### src/hw/svd_pkg.sv
// package of constants for the supply voltage detect flag block
// Summary of operation
// - detection runs only while control bit 0 is written as one
// - while enabled, flags follow the comparators continuously, no trigger needed
// - flags are valid only 20 us after enable; ready bit shows this
// - high flag, bit 2, set only while supply is above high threshold
// - low flag, bit 1, set only while supply is below low threshold
// - enabled low flag sets request bit 5, latched until a one is written to it or reset
// - latched request raises the interrupt only when its mask bit is set
package svd_pkg;
  // ****************************************************************
  // register map (byte addresses)
  // ****************************************************************
  localparam logic [7:0] SVD_CTRL_OFS  = 8'h0C;
  localparam logic [7:0] SVD_REQ_OFS   = 8'h10;
  localparam logic [7:0] SVD_MASK_OFS  = 8'h14;
  // ****************************************************************
  // field positions
  // ****************************************************************
  localparam int SVD_EN_BIT    = 0;
  localparam int SVD_LOW_BIT   = 1;
  localparam int SVD_HIGH_BIT  = 2;
  localparam int SVD_READY_BIT = 3;
  localparam int SVD_REQ_BIT   = 5;
  // ****************************************************************
  // reset values and timing
  // ****************************************************************
  localparam logic [7:0] SVD_CTRL_RST = 8'h00;
  localparam logic [7:0] SVD_MASK_RST = 8'h00;
  localparam int SVD_CLK_HZ    = 10_000_000;
  localparam int SVD_SETTLE_US = 20;
  localparam int SVD_SETTLE_CYC =
    (SVD_SETTLE_US * (SVD_CLK_HZ / 1_000_000) < 1) ? 1 :
    SVD_SETTLE_US * (SVD_CLK_HZ / 1_000_000);
endpackage : svd_pkg

### src/hw/svd_sync.sv
// two flip-flop synchroniser for one pin level
`timescale 1ns/1ps
module svd_sync (
  // clock and reset
  input  wire logic mclk_i,
  input  wire logic rstn_i,
  // level
  input  wire logic d_i,
  output logic      q_o
);
  logic meta_reg;
  always_ff @(posedge mclk_i or negedge rstn_i) begin
    if (!rstn_i) begin
      meta_reg <= 1'b0;
      q_o      <= 1'b0;
    end else begin
      meta_reg <= d_i;
      q_o      <= meta_reg;
    end
  end
endmodule // svd_sync

### src/hw/svd_top.sv
// supply voltage detect flags with avalon-mm register slave
//
// The Avalon-MM register port is this design's own decision.
`timescale 1ns/1ps
module svd_top
  import svd_pkg::*;
#(
  parameter int SETTLE_CYC = svd_pkg::SVD_SETTLE_CYC
) (
  // clock and reset
  input  wire logic        mclk_i,
  input  wire logic        rstn_i,
  // avalon-mm slave
  input  wire logic [7:0]  avs_address_i,
  input  wire logic        avs_read_i,
  input  wire logic        avs_write_i,
  input  wire logic [31:0] avs_writedata_i,
  input  wire logic [3:0]  avs_byteenable_i,
  output logic [31:0]      avs_readdata_o,
  output logic             avs_waitrequest_o,
  // analog comparators
  input  wire logic        cmp_above_high_i,
  input  wire logic        cmp_below_low_i,
  // interrupt
  output logic             irq_o
);
  import svd_pkg::*;

  // 16-bit settle counter; ready must stay low two cycles after enable
  if (SETTLE_CYC < 2 || SETTLE_CYC > 65535) begin : g_bad_settle
    $error("SETTLE_CYC out of range");
  end

  // ****************************************************************
  // reset release
  // ****************************************************************
  logic rst_meta_reg;
  logic rstn_reg;
  always_ff @(posedge mclk_i or negedge rstn_i) begin
    if (!rstn_i) begin
      rst_meta_reg <= 1'b0;
      rstn_reg     <= 1'b0;
    end else begin
      rst_meta_reg <= 1'b1;
      rstn_reg     <= rst_meta_reg;
    end
  end

  // ****************************************************************
  // comparator synchronisers
  // ****************************************************************
  logic above_s;
  logic below_s;
  svd_sync u_sync_high (
    .mclk_i (mclk_i),
    .rstn_i (rstn_reg),
    .d_i    (cmp_above_high_i),
    .q_o    (above_s)
  );
  svd_sync u_sync_low (
    .mclk_i (mclk_i),
    .rstn_i (rstn_reg),
    .d_i    (cmp_below_low_i),
    .q_o    (below_s)
  );

  // ****************************************************************
  // bus decode
  // ****************************************************************
  // one wait cycle per access keeps read data registered
  logic        ack_reg;
  logic        enable_reg;
  logic        low_flag_reg;
  logic        high_flag_reg;
  logic        ready_reg;
  logic        req_reg;
  logic        mask_reg;
  logic [15:0] settle_reg;
  logic [31:0] rdata_reg;

  wire access    = avs_read_i | avs_write_i;
  wire hit_ctrl  = avs_address_i == SVD_CTRL_OFS;
  wire hit_req   = avs_address_i == SVD_REQ_OFS;
  wire hit_mask  = avs_address_i == SVD_MASK_OFS;
  wire wr_take   = avs_write_i & ack_reg & avs_byteenable_i[0];
  wire wr_ctrl   = wr_take & hit_ctrl;
  wire wr_req    = wr_take & hit_req;
  wire wr_mask   = wr_take & hit_mask;
  wire rd_take   = avs_read_i & ~ack_reg;

  assign avs_waitrequest_o = access & ~ack_reg;

  wire [7:0] ctrl_view = {4'h0, ready_reg, high_flag_reg,
                          low_flag_reg, enable_reg};
  wire [7:0] req_view  = {2'h0, req_reg, 5'h00};
  wire [7:0] mask_view = {2'h0, mask_reg, 5'h00};
  wire [7:0] rd_sel    = hit_ctrl ? ctrl_view :
                         hit_req  ? req_view  :
                         hit_mask ? mask_view : 8'h00;

  always_ff @(posedge mclk_i or negedge rstn_reg) begin
    if (!rstn_reg) begin
      ack_reg   <= 1'b0;
      rdata_reg <= 32'h0000_0000;
    end else begin
      ack_reg <= access & ~ack_reg;
      if (rd_take) begin
        rdata_reg <= {24'h00_0000, rd_sel};
      end
    end
  end
  assign avs_readdata_o = rdata_reg;

  // ****************************************************************
  // detection enable and settling
  // ****************************************************************
  always_ff @(posedge mclk_i or negedge rstn_reg) begin
    if (!rstn_reg) begin
      enable_reg <= SVD_CTRL_RST[SVD_EN_BIT];
    end else if (wr_ctrl) begin
      enable_reg <= avs_writedata_i[SVD_EN_BIT];
    end
  end

  // counter restarts on every enable; ready only after full settle
  wire [15:0] settle_next = (!enable_reg) ? 16'h0000 :
                            (ready_reg)   ? settle_reg :
                            settle_reg + 16'h0001;
  wire ready_next = enable_reg &
                    (ready_reg | (settle_next >= 16'(SETTLE_CYC)));
  always_ff @(posedge mclk_i or negedge rstn_reg) begin
    if (!rstn_reg) begin
      settle_reg <= 16'h0000;
      ready_reg  <= 1'b0;
    end else begin
      settle_reg <= settle_next;
      ready_reg  <= ready_next;
    end
  end

  // ****************************************************************
  // live flags
  // ****************************************************************
  wire high_next = enable_reg & above_s;
  wire low_next  = enable_reg & below_s;
  always_ff @(posedge mclk_i or negedge rstn_reg) begin
    if (!rstn_reg) begin
      high_flag_reg <= 1'b0;
      low_flag_reg  <= 1'b0;
    end else begin
      high_flag_reg <= high_next;
      low_flag_reg  <= low_next;
    end
  end

  // ****************************************************************
  // latched request and mask
  // ****************************************************************
  // set beats a same-cycle write-one clear so no event is lost
  wire req_set  = enable_reg & low_flag_reg;
  wire req_clr  = wr_req & avs_writedata_i[SVD_REQ_BIT];
  wire req_next = req_set | (req_reg & ~req_clr);
  always_ff @(posedge mclk_i or negedge rstn_reg) begin
    if (!rstn_reg) begin
      req_reg  <= 1'b0;
      mask_reg <= SVD_MASK_RST[SVD_REQ_BIT];
    end else begin
      req_reg <= req_next;
      if (wr_mask) begin
        mask_reg <= avs_writedata_i[SVD_REQ_BIT];
      end
    end
  end

  // global enable lives in the core; this level is held until cleared
  assign irq_o = req_reg & mask_reg;

  // ****************************************************************
  // assertions
  // ****************************************************************
  property p_en_write;
    @(posedge mclk_i) disable iff (!rstn_reg)
      wr_ctrl |=> enable_reg == $past(avs_writedata_i[SVD_EN_BIT]);
  endproperty
  a_en_write: assert property (p_en_write)
    else $error("enable bit did not follow write");

  property p_high_track;
    @(posedge mclk_i) disable iff (!rstn_reg)
      (enable_reg && above_s) |=> high_flag_reg;
  endproperty
  a_high_track: assert property (p_high_track)
    else $error("high flag missed comparator");

  property p_low_track;
    @(posedge mclk_i) disable iff (!rstn_reg)
      $past(enable_reg) |-> low_flag_reg == $past(below_s);
  endproperty
  a_low_track: assert property (p_low_track)
    else $error("low flag did not track comparator");

  property p_track_live;
    @(posedge mclk_i) disable iff (!rstn_reg)
      (enable_reg && $changed(above_s)) |=>
        high_flag_reg == $past(above_s) || !enable_reg;
  endproperty
  a_track_live: assert property (p_track_live)
    else $error("flag not updated in real time");

  property p_not_ready_early;
    @(posedge mclk_i) disable iff (!rstn_reg)
      $rose(enable_reg) |-> !ready_reg [*2];
  endproperty
  a_not_ready_early: assert property (p_not_ready_early)
    else $error("ready raised too early");

  property p_ready_settle;
    @(posedge mclk_i) disable iff (!rstn_reg)
      (ready_reg && !$past(ready_reg)) |->
        settle_reg >= 16'(SETTLE_CYC);
  endproperty
  a_ready_settle: assert property (p_ready_settle)
    else $error("ready before settle count");

  property p_req_latch;
    @(posedge mclk_i) disable iff (!rstn_reg)
      (req_reg && !req_clr) |=> req_reg;
  endproperty
  a_req_latch: assert property (p_req_latch)
    else $error("request bit dropped without clear");

  property p_req_set;
    @(posedge mclk_i) disable iff (!rstn_reg)
      (enable_reg && low_flag_reg) |=> req_reg;
  endproperty
  a_req_set: assert property (p_req_set)
    else $error("low flag did not set request");

  property p_irq_mask;
    @(posedge mclk_i) disable iff (!rstn_reg)
      irq_o == (req_reg && mask_reg);
  endproperty
  a_irq_mask: assert property (p_irq_mask)
    else $error("interrupt not gated by mask");

  property p_off_quiet;
    @(posedge mclk_i) disable iff (!rstn_reg)
      (!enable_reg && !$past(enable_reg)) |->
        !high_flag_reg && !low_flag_reg && !ready_reg;
  endproperty
  a_off_quiet: assert property (p_off_quiet)
    else $error("flags active while disabled");

  property p_en_hold;
    @(posedge mclk_i) disable iff (!rstn_reg)
      !wr_ctrl |=> $stable(enable_reg);
  endproperty
  a_en_hold: assert property (p_en_hold)
    else $error("enable bit changed without write");

  property p_low_live;
    @(posedge mclk_i) disable iff (!rstn_reg)
      (enable_reg && $changed(below_s)) |=> low_flag_reg == $past(below_s);
  endproperty
  a_low_live: assert property (p_low_live)
    else $error("low flag not updated in real time");

  property p_ready_hold;
    @(posedge mclk_i) disable iff (!rstn_reg)
      (ready_reg && enable_reg) |=> ready_reg;
  endproperty
  a_ready_hold: assert property (p_ready_hold)
    else $error("ready lost while enabled");

  property p_flags_off;
    @(posedge mclk_i) disable iff (!rstn_reg)
      !enable_reg |=> !high_flag_reg && !low_flag_reg;
  endproperty
  a_flags_off: assert property (p_flags_off)
    else $error("flag raised while disabled");

  property p_req_quiet;
    @(posedge mclk_i) disable iff (!rstn_reg)
      (!enable_reg && !req_reg) |=> !req_reg;
  endproperty
  a_req_quiet: assert property (p_req_quiet)
    else $error("request set while disabled");

  property p_req_clear;
    @(posedge mclk_i) disable iff (!rstn_reg)
      (req_clr && !req_set) |=> !req_reg;
  endproperty
  a_req_clear: assert property (p_req_clear)
    else $error("request bit not cleared by write");

  property p_mask_write;
    @(posedge mclk_i) disable iff (!rstn_reg)
      wr_mask |=> mask_reg == $past(avs_writedata_i[SVD_REQ_BIT]);
  endproperty
  a_mask_write: assert property (p_mask_write)
    else $error("mask bit did not follow write");

  property p_irq_rise;
    @(posedge mclk_i) disable iff (!rstn_reg)
      (req_set && mask_reg && !wr_mask) |=> irq_o;
  endproperty
  a_irq_rise: assert property (p_irq_rise)
    else $error("unmasked request did not raise interrupt");

  property p_irq_masked;
    @(posedge mclk_i) disable iff (!rstn_reg)
      (!mask_reg && !wr_mask) |=> !irq_o;
  endproperty
  a_irq_masked: assert property (p_irq_masked)
    else $error("masked request raised interrupt");
endmodule // svd_top

### config.mk
export PLATFORM = sky130hd
export DESIGN_NAME = svd_top
export DESIGN_NICKNAME = d
export VERILOG_FILES = /design/src/hw/svd_pkg.sv /design/src/hw/svd_sync.sv /design/src/hw/svd_top.sv
export SDC_FILE = /design/constraint.sdc
export NUM_CORES = 1
export LEC_CHECK = 0
export BUFFER_PORTS_ARGS = -buffer_cell sky130_fd_sc_hd__buf_2
export CAP_MARGIN = 20
export CORE_ASPECT_RATIO = 1.5
export CORE_UTILIZATION = 30
export DETAILED_ROUTE_END_ITERATION = 10
export GPL_TIMING_DRIVEN = 0
export SETUP_SLACK_MARGIN = 0.02
export SLEW_MARGIN = 20
export SYNTH_ARGS = -nofsm -noshare
export SYNTH_HDL_FRONTEND = slang
export SYNTH_SLANG_ARGS = --single-unit
export TNS_END_PERCENT = 50
### constraint.sdc
create_clock -name mclk_i -period 2.9 [get_ports mclk_i]
set_clock_uncertainty 0.2 [all_clocks]
set_input_delay 0.58 -clock mclk_i [delete_from_list [all_inputs] [get_ports mclk_i]]
set_output_delay 0.58 -clock mclk_i [all_outputs]
set_load 0.02 [all_outputs]
### Word level (Yosys, flattened, before mapping)

Index checks and enable logic that the tools add are counted.

| operators by class | value |
|---|---|
| bitwise operators | 19 |
| add/sub/neg operators | 1 |
| shifts and indexed selects | 0 |
| multipliers | 0 |
| muxes and demuxes | 5 |
| order comparisons | 1 |
| divide/modulo/power cells | 0 |
| reduce and logical (&&, ||, !) cells | 0 |
| eq/ne operators | 3 |

Operator list:

| operator | count |
|---|---|
| 16-bit two-way mux | 2 |
| 6-bit two-way mux | 3 |
| 16-bit by 1-bit adder with 16-bit output (second input constant) | 1 |
| 8-bit by 5-bit == test with 1-bit output (second input constant) | 2 |
| 16-bit by 8-bit greater-or-equal comparator with 1-bit output (second input constant) | 1 |
| 1-bit bitwise AND | 14 |
| 8-bit by 4-bit == test with 1-bit output (second input constant) | 1 |
| 1-bit bitwise OR | 3 |
| 1-bit NOT | 2 |

| storage, ports and cells | value |
|---|---|
| memories | 0 |
| bits in read-only memories | 0 |
| latch bits | 0 |
| memory bits (writable) | 0 |
| word-level logic and storage cells | 44 |
| flip-flop bits (word level) | 37 |

### Longest topological paths before layout

Gate-level depths: netlist (run 1).

| logic depth | value |
|---|---|
| depth in word-level cells | 7 |
| gate-level depth with buffers | 7 |

### By module

Synthesis (run 1) repeated with hierarchy kept, for this count alone.

| second synthesis, totals | value |
|---|---|
| cell total of the unflattened synthesis | 195 |
| area, all modules | 1894.3 µm² |

By module, submodules not included:

| module | area each (µm²) | seq. area each (µm²) | instances | cells each |
|---|---|---|---|---|
| svd_top | 1794.2 | 750.7 | 1 | 191 |
| svd_sync | 50.0 | 50.0 | 2 | 2 |

### Worst setup path after synthesis (run 1)

Ideal clock, no wire load.

| timing path | value |
|---|---|
| path kind | reg2reg |
| from | register settle_reg[3] |
| to | register ready_reg |
| path buffers | 2 |
| setup slack | 0.870 ns |
| stages on the path, launching flop included | 8 |
| data arrival time | 1.687 ns |
| path through | dfrtp_1 > clkbuf_8 > nand3_4 > or4_1 > buf_2 > mux2i_1 > a2111oi_0 > a31oi_1 |

| on the way | value |
|---|---|
| word-level cells in the longest chain between the ends | 6 |

Ends and longest elaborated chain:

| element | RTL line | RTL |
|---|---|---|
| from (decl) | svd_top.sv:78 | `logic [15:0] settle_reg;` |
| from (signal assigned) | svd_top.sv:136 | `settle_reg <= settle_next;` |
| 16-bit by 1-bit adder with 16-bit output | svd_top.sv:128 | `settle_reg + 16'h0001;` |
| 16-bit two-way mux (*) | svd_top.sv:127 | `(ready_reg) ? settle_reg :` |
| 16-bit two-way mux (*) | svd_top.sv:126 | `wire [15:0] settle_next = (!enable_reg) ? 16'h0000 :` |
| 16-bit by 8-bit greater-or-equal comparator with 1-bit output (*) | svd_top.sv:130 | `(ready_reg \| (settle_next >= 16'(SETTLE_CYC)));` |
| 1-bit bitwise OR (*) | svd_top.sv:130 |  |
| 1-bit bitwise AND (*) | svd_top.sv:129 | `wire ready_next = enable_reg &` |
| net ready_next | svd_top.sv:129 |  |
| to (signal assigned) | svd_top.sv:137 | `ready_reg <= ready_next;` |
| to (decl) | svd_top.sv:75 | `logic ready_reg;` |

Mark *: on every way through the listed nets, which the timed path passes. The rest lies on a longest branch.
A chain may end at the register's enable or synchronous reset.

### Worst setup path in the final report (run 1)

| timing path | value |
|---|---|
| from | register settle_reg[0] |
| to | register ready_reg |

The elaborated chain is that of the path after synthesis.

==> results.toml, run 1 <==
[worst_setup_path]
crit_chain = "ha_1 -> nand3b_2 -> nor4_2 -> nand3_1 -> a2111oi_0 -> a31oi_1"
crit_slowest_cell = "nor4_2"
crit_required_ps = 2840
arrival_ps = 2260
cp-start-kind = "flip-flop"
worstPathMaxFanout = 8
crit_type = "flip-flop to flip-flop"
cpPeakStageDelay_ps = 430
endpoint_kind = "flip-flop"

[timing]
finalMaxSlewViolations = 0
rsz0062_at_grt = "false"
setup_tns_ps = 0
slew_headroom = 0.5399
fmax_mhz = 431.7
setup_violations = 0
hold_viol = 0
worst-slew-pin-transition_ps = 690.1
fin_crit_ps = 2316
fin_crit_sh = 0.7987

[global_routing]
antenna_found_initial = 0
grt_pass1_wl_mm = 5.547
grt_use_total = 0.1138
grt_pass1_vias = 1259
overflow = 0
grt_max_degree = 33

[synth]
ys_top_cells_by_count = "dfrtp_1, buf_4, nor2_1"
netlist_area_um2 = 1833
muxShareOfSynthArea = 0.03959
synthSimpleGateAreaFrac = 0.2171
syn_area_per_cell_um2 = 9.750
yosysTopAreaCell = "dfrtp_1"
synth_fa_ha_area_frac = 0.006826
synth_area_leaders = "dfrtp_1, buf_4, nor2_1, nand2_1, xnor2_1"
ys_async_sr_fraction = 1.000
synth_top_area_frac = 0.4642
synth_compound_area_frac = 0.07235
synth_top_family_by_area = "simple AND/OR/NAND/NOR gates"
synthMostInstantiatedCell = "dfrtp_1"
synth-edff-count = 0
synth_top_flop_cell = "dfrtp_1"
ys_ff_latch = 34
synth.yosys.warnings = 0
synth-xor-area-share = 0.05734
ys_seq_area_frac = 0.4642
netlist_instances = 188
yosysUniqueCellTypes = 44

[floorplanning]
core_region_area_um2 = 5828
fp-row-count = 34
die_w_um = 65.82
ioPinCount = 84
die_h_um = 97.74
dieArea_um2 = 6433
start_util = 0.3145

[clock_network]
cts_tree = "yes"
cts_root_buffer = "clkbuf_8"
numCtsBuffers = 5
cts_max_level = 2
path_clk_slew_ps = 70
clockBufferDepth = 2
numClockSinks = 34
insertion_delay_ps = 290

[routing]
firstDrtPassIters = 4
wire_per_inst_um = 10.12
drc = 0
drt_iter0_markers = 55
vias_per_cell = 4.324
postRouteAntennaNets = 0
vias = 1375
wl_mm = 3.219

[power_and_ir_drop]
power_leakage_nw = 1.048
p_per_area_nw_per_um2 = 410.4
ir_drop_mv = 0.1785

[cells_and_area]
multiInputGateArea_um2 = 825.8
final_nets = 296
antennaDiodeCount = 0
largest_reg_flops = 16
area_delta_synth_final_pct = 21.64
drive_above_1_share = 0.2886
regArea_um2 = 852.1
fin_util = 0.3826
nFillCells = 601

[flow_run]
maxCapViolCount = 0

[placement]
place_congestion = 0.8110
dpl.hpwl_mm = 2.352
port_buffers = 23

[min_path]
hold_path_class = "flip-flop to asynchronous set/reset pin"

[status]
outcome = "completed"
==> stage by stage <==
step	hold WS (ps)	instances	instance area, µm²	total power, mW	worst slack [ps]
4_1_cts	153.2	318	2230	0.9335	534.2
5_1_grt	165.2	318	2230	0.9582	300.5
3_5_place_dp	136.2	309	2137	0.5873	550.1
3_3_place_gp	134.6	309	2136	0.5867	541.3
2_1_floorplan	84.41	214	1931	0.5677	869.9
6_report	116.7	318	2230	0.9150	583.8
==> cells in the final DEF (no fill, tap or decap), types with 6 or more instances in the layout <==
master    instances
dfrtp_1          33
clkbuf_8          6
conb_1           28
nor2_1           19
nand2_1          18
o21ai_0           7
buf_4            27
xor2_1            6
xnor2_1           6
buf_2            25
nand3_1           7
==> critical path: cells and delay by family, from the launching register on <==
kind / cells / cell delay [ps]
adder cells (fa/ha/maj): 1 / 250
AO/OA/AOI/OAI: 2 / 560
AND/OR/NAND/NOR: 3 / 770
flip-flops: 1 / 390
==> power breakdown <==
group	switching (mW)	internal (mW)	total, mW
clock network	0.170	0.166	0.336
logic	0.0493	0.0379	0.0872
registers	0.0106	0.481	0.491
==> logic make-up (layout without fill, tap and decap cells) <==
group | Yosys count | count (layout)
buffers and inverters | 37 | 69
adder cells (fa/ha/maj) | 1 | 1
multiplexers | 7 | 7
flip-flops | 34 | 34
AND/OR/NAND/NOR | 74 | 74
XOR/XNOR | 12 | 12
AO/OA/AOI/OAI | 21 | 21
other | 2 | 28
==> timing repair <==
item / CTS / global route
hold buffers: 1 / 0
endpoints found under the setup margin: 0 / 0
hold endpoints to repair: 2 / 0
gates resized for setup: 0 / 0
setup buffers: 0 / 0
==> path summary, 6_finish.rpt <==
kind | from | to | slack, ps | cells past startpoint
worst max-delay path | settle_reg[0] | ready_reg | 580 | 6
worst min-delay path | rstn_reg | u_sync_low.meta_reg | 120 | 0
worst max register to register | settle_reg[0] | ready_reg | 580 | 6
worst min register to register | rstn_reg | u_sync_low.meta_reg | 120 | 0
max in group asynchronous | rstn_reg | settle_reg[3] | 1930 | 0
min in group mclk_i | u_sync_low.meta_reg | u_sync_low.q_o | 150 | 0
==> layer usage <==
metal  GRT usage  vias to the layer above  routed length (µm)
li1            -                      697                   -
met1      0.1189                      640                1313
met2      0.1931                       33                1681
met3     0.03388                        5                 142
met4     0.07023                        0                  82
met5           0                        -                   0
==> layout make-up <==
class,count,share of cell area
flip-flops and latches,34,0.3822
repair buffers,24,0.05612
clock inverters,2,0.004489
clock buffers,6,0.03255
inverters,4,0.006734
plain buffers,33,0.1072
well taps,72,0.04040
multi-input cells,143,0.3704
No activity file was read; power rests on OpenSTA's default activity.
==> run 2: changes to the inputs <==
==> constraint.sdc (replaced) <==
create_clock -name mclk_i -period 2.4 [get_ports mclk_i]
set_clock_uncertainty 0.2 [all_clocks]
set_input_delay 0.48 -clock mclk_i [delete_from_list [all_inputs] [get_ports mclk_i]]
set_output_delay 0.48 -clock mclk_i [all_outputs]
set_load 0.02 [all_outputs]
==> results.toml, run 2 (same netlist as run 1, synthesis figures left out) <==
[global_routing]
overflow = 0
antenna_found_initial = 0
grt_max_degree = 33
grt_pass1_vias = 1259
grt_pass1_wl_mm = 5.547
grt_use_total = 0.1138

[cells_and_area]
antennaDiodeCount = 0
largest_reg_flops = 16
final_common_cell = "dfrtp_1"
drive_above_1_share = 0.2886
multiInputGateArea_um2 = 844.6
area_delta_synth_final_pct = 22.66
nFillCells = 598
regArea_um2 = 852.1
most-common-layout-cells = "dfrtp_1, conb_1, buf_4, buf_2, nor2_1"
final_nets = 296

[timing]
setup_tns_ps = 0
worst-slew-pin-transition_ps = 690.7
hold_viol = 0
setup_slack_ps = 188.7
finalMaxSlewViolations = 0
slew_headroom = 0.5396
fmax_mhz = 452.2
fin_crit_sh = 0.9214
fin_crit_ps = 2211
rsz0062_at_grt = "false"
setup_violations = 0
whs_ps = 92.86

[floorplanning]
die_h_um = 97.74
start_util = 0.3145
core_region_area_um2 = 5828
ioPinCount = 84
fp-row-count = 34
die_w_um = 65.82
dieArea_um2 = 6433

[placement]
port_buffers = 23
dpl.hpwl_mm = 2.352
place_congestion = 0.8110
pre_cts_ws_ps = 50.13

[power_and_ir_drop]
p_per_area_nw_per_um2 = 491.8
power_leakage_nw = 1.103
ir_drop_mv = 0.2167

[clock_network]
clockBufferDepth = 2
cts_root_buffer = "clkbuf_8"
numClockSinks = 34
insertion_delay_ps = 290
cts_tree = "yes"
cts_setup_buffers = 0
cts_max_level = 2
path_clk_slew_ps = 70
numCtsBuffers = 5

[status]
outcome = "completed"

[routing]
drc = 0
wl_mm = 3.218
wire_per_inst_um = 10.12
firstDrtPassIters = 4
postRouteAntennaNets = 0
vias = 1375
vias_per_cell = 4.324
drt_iter0_markers = 45

[min_path]
hold_path_class = "primary input to flip-flop"

[worst_setup_path]
worstRegToRegCells = 6
critPathLaunch = "settle_reg[6]"
critPathCapture = "ready_reg"
crit_type = "flip-flop to flip-flop"
crit-reg2reg-launch = "settle_reg[6]"
r2r_end = "ready_reg"
endpoint_kind = "flip-flop"
crit_required_ps = 2350
arrival_ps = 2160
r2r_setup_slack_ps = 190
worstPathMaxFanout = 8
cp-start-kind = "flip-flop"

[flow_run]
maxCapViolCount = 0
-- run 2: how the worst min path moves through the flow --
stage	cells after the start	slack (ps)	from	endpoint
final	1	90	cmp_below_low_i	u_sync_low.meta_reg
after global routing	1	80	cmp_below_low_i	u_sync_low.meta_reg
after CTS	1	80	cmp_below_low_i	u_sync_low.meta_reg
after detailed placement	1	70	rstn_i	rst_meta_reg
after global placement	1	70	rstn_i	rst_meta_reg
after floorplan	0	-20	rstn_i	rst_meta_reg
-- run 2: area by class of cell --
class,count,share of cell area
inverters,4,0.006678
clock inverters,2,0.004452
well taps,72,0.04007
clock buffers,6,0.03228
plain buffers,33,0.1063
repair buffers,24,0.05565
flip-flops and latches,34,0.3790
multi-input cells,143,0.3756
-- run 2: where the power goes --
| group | internal [mW] | switching [mW] |
|---|---|---|
| registers | 0.581 | 0.0128 |
| logic | 0.0458 | 0.0596 |
| clock network | 0.201 | 0.206 |
-- run 2: timing repair --
action | in CTS | in global routing
gates resized for setup | 0 | 3
endpoints found under the setup margin | 0 | 1
hold endpoints to repair | 2 | 0
hold buffers | 1 | 0
-- run 2: worst max-delay path, stage by stage (launching register included) --
cell,delay [ps]
dfrtp_1,450
nand2_1,140
or4_1,530
buf_2,170
mux2i_1,130
a2111oi_1,310
a31oi_1,130
-- run 2: through the flow --
step / power (mW) / area (µm²) / utilization / std cells
5_1_grt: 1.158 / 2248 / 0.3858 / 318
2_1_floorplan: 0.6859 / 1931 / - / 214
6_report: 1.106 / 2248 / 0.3858 / 318
4_1_cts: 1.128 / 2230 / 0.3826 / 318
3_3_place_gp: 0.7090 / 2136 / 0.3665 / 309
3_5_place_dp: 0.7096 / 2137 / 0.3667 / 309
-- run 2: per-layer routing --
layer  vias up  wire (µm)  track usage
met5         -          0            0
met3         5        138      0.03388
met2        33       1694       0.1931
li1        697          -            -
met1       640       1303       0.1189
met4         0         82      0.07023
==> run 3: changes to the inputs <==
--- a/config.mk
+++ b/config.mk
@@ -8,7 +8,7 @@
 export BUFFER_PORTS_ARGS = -buffer_cell sky130_fd_sc_hd__buf_2
 export CAP_MARGIN = 20
 export CORE_ASPECT_RATIO = 1.5
-export CORE_UTILIZATION = 30
+export CORE_UTILIZATION = 35
 export DETAILED_ROUTE_END_ITERATION = 10
 export GPL_TIMING_DRIVEN = 0
 export SETUP_SLACK_MARGIN = 0.02
==> results.toml, run 3 (same netlist as run 1, synthesis figures left out) <==
[worst_setup_path]
crit_required_ps = 2340
path_delay_family = "simple AND/OR/NAND/NOR gates"
crit_type = "flip-flop to flip-flop"
worstRegToRegCells = 6
path_buf_inv = 1
cpPeakStageDelay_ps = 510
worstPathMaxFanout = 10
arrival_ps = 2170
crit_chain = "nand3_4 -> or4_1 -> buf_2 -> mux2i_1 -> a2111oi_1 -> a31oi_1"
cp-start-kind = "flip-flop"
crit-reg2reg-launch = "settle_reg[4]"
crit_slowest_cell = "or4_1"
endpoint_kind = "flip-flop"
r2r_setup_slack_ps = 180
critPathLaunch = "settle_reg[4]"
r2r_end = "ready_reg"

[clock_network]
cts_root_buffer = "clkbuf_8"
numCtsBuffers = 5
clockBufferDepth = 2
insertion_delay_ps = 280
cts_max_level = 2
cts_tree = "yes"
path_clk_slew_ps = 70
cts_setup_buffers = 0
numClockSinks = 34

[global_routing]
antenna_found_initial = 0
grt_pass1_wl_mm = 5.658
grt_use_total = 0.1359
grt_max_degree = 33
overflow = 0
grt_pass1_vias = 1321

[routing]
postRouteAntennaNets = 0
vias_per_cell = 4.314
drt_iter0_markers = 40
wl_mm = 3.248
wire_per_inst_um = 10.41
firstDrtPassIters = 4
vias = 1346
drc = 0

[cells_and_area]
fin_area_um2 = 2232
most-common-layout-cells = "dfrtp_1, conb_1, buf_4, buf_2, nor2_1"
area_delta_synth_final_pct = 21.77
drive_above_1_share = 0.2886
nFillCells = 506
fin_util = 0.4531
final_common_cell = "dfrtp_1"
final_nets = 296
largest_reg_flops = 16
antennaDiodeCount = 0

[status]
outcome = "completed"

[placement]
place_congestion = 0.8285
dpl.hpwl_mm = 2.398
placed_area_um2 = 2130
port_buffers = 23

[floorplanning]
dieArea_um2 = 5537
start_util = 0.3721
ioPinCount = 84
die_w_um = 61.09
die_h_um = 90.63
core_region_area_um2 = 4926
fp-row-count = 31

[power_and_ir_drop]
power_leakage_nw = 1.065
p_per_area_nw_per_um2 = 494.2
ir_drop_mv = 0.1898

[timing]
rsz0062_at_grt = "false"
setup_tns_ps = 0
fmax_mhz = 449.6
fin_crit_sh = 0.9267
hold_viol = 0
worst-slew-pin-transition_ps = 695.2
setup_violations = 0
slew_headroom = 0.5365
fin_crit_ps = 2224
finalMaxSlewViolations = 0

[min_path]
hold_start = "cmp_below_low_i"
min_path_cells = 1
hold_path_class = "primary input to flip-flop"
hold-path-endpoint = "u_sync_low.meta_reg"

[flow_run]
maxCapViolCount = 0
run 3: what timing repair did:
| action | CTS | global route |
|---|---|---|
| setup endpoints to repair | 0 | 1 |
| endpoints found under the hold margin | 2 | 0 |
| hold buffers | 1 | 0 |
| gates resized for setup | 0 | 2 |
run 3: worst max path at each step:
stage	end	depth (start not counted)
CTS	ready_reg	6
floorplan	ready_reg	7
global route	ready_reg	6
global placement	ready_reg	6
detailed placement	ready_reg	6
finish	ready_reg	6
run 3: layer usage:
metal  wire length [µm]  vias to the layer above  global-route usage
met5                  0                        -                   0
met4                 58                        0             0.05114
met3                123                        5             0.03438
met2               1761                       28              0.2418
met1               1306                      618              0.1461
li1                   -                      695                   -
run 3: area by class of cell:
class	count	area [µm²]	share of cell area
clock buffer	6	72.57	0.03251
timing repair buffer	24	125.1	0.05605
sequential	34	852.1	0.3817
clock inverter	2	10.01	0.004484
tap	66	82.58	0.03700
inverter	4	15.01	0.006726
multi-input combinational	143	835.8	0.3744
buffer	33	239.0	0.1071
run 3: per-stage QoR:
step	setup WS, ps	total power [mW]	instances	hold slack [ps]
final	175.8	1.103	312	96.74
after CTS	74.67	1.122	312	85.55
after global routing	26.86	1.155	312	91.96
after detailed placement	98.08	0.7097	303	67.76
after global placement	94.68	0.7082	303	67.41
after floorplan	369.9	0.6859	214	-15.59
run 3: power by group:
| group | switching, mW | internal, mW | leakage, nW | total [mW] |
|---|---|---|---|---|
| Sequential | 0.0133 | 0.581 | 0.458 | 0.594 |
| Clock | 0.202 | 0.201 | 0.0450 | 0.403 |
| Combinational | 0.0601 | 0.0458 | 0.562 | 0.106 |
| Total | 0.276 | 0.828 | 1.06 | 1.10 |
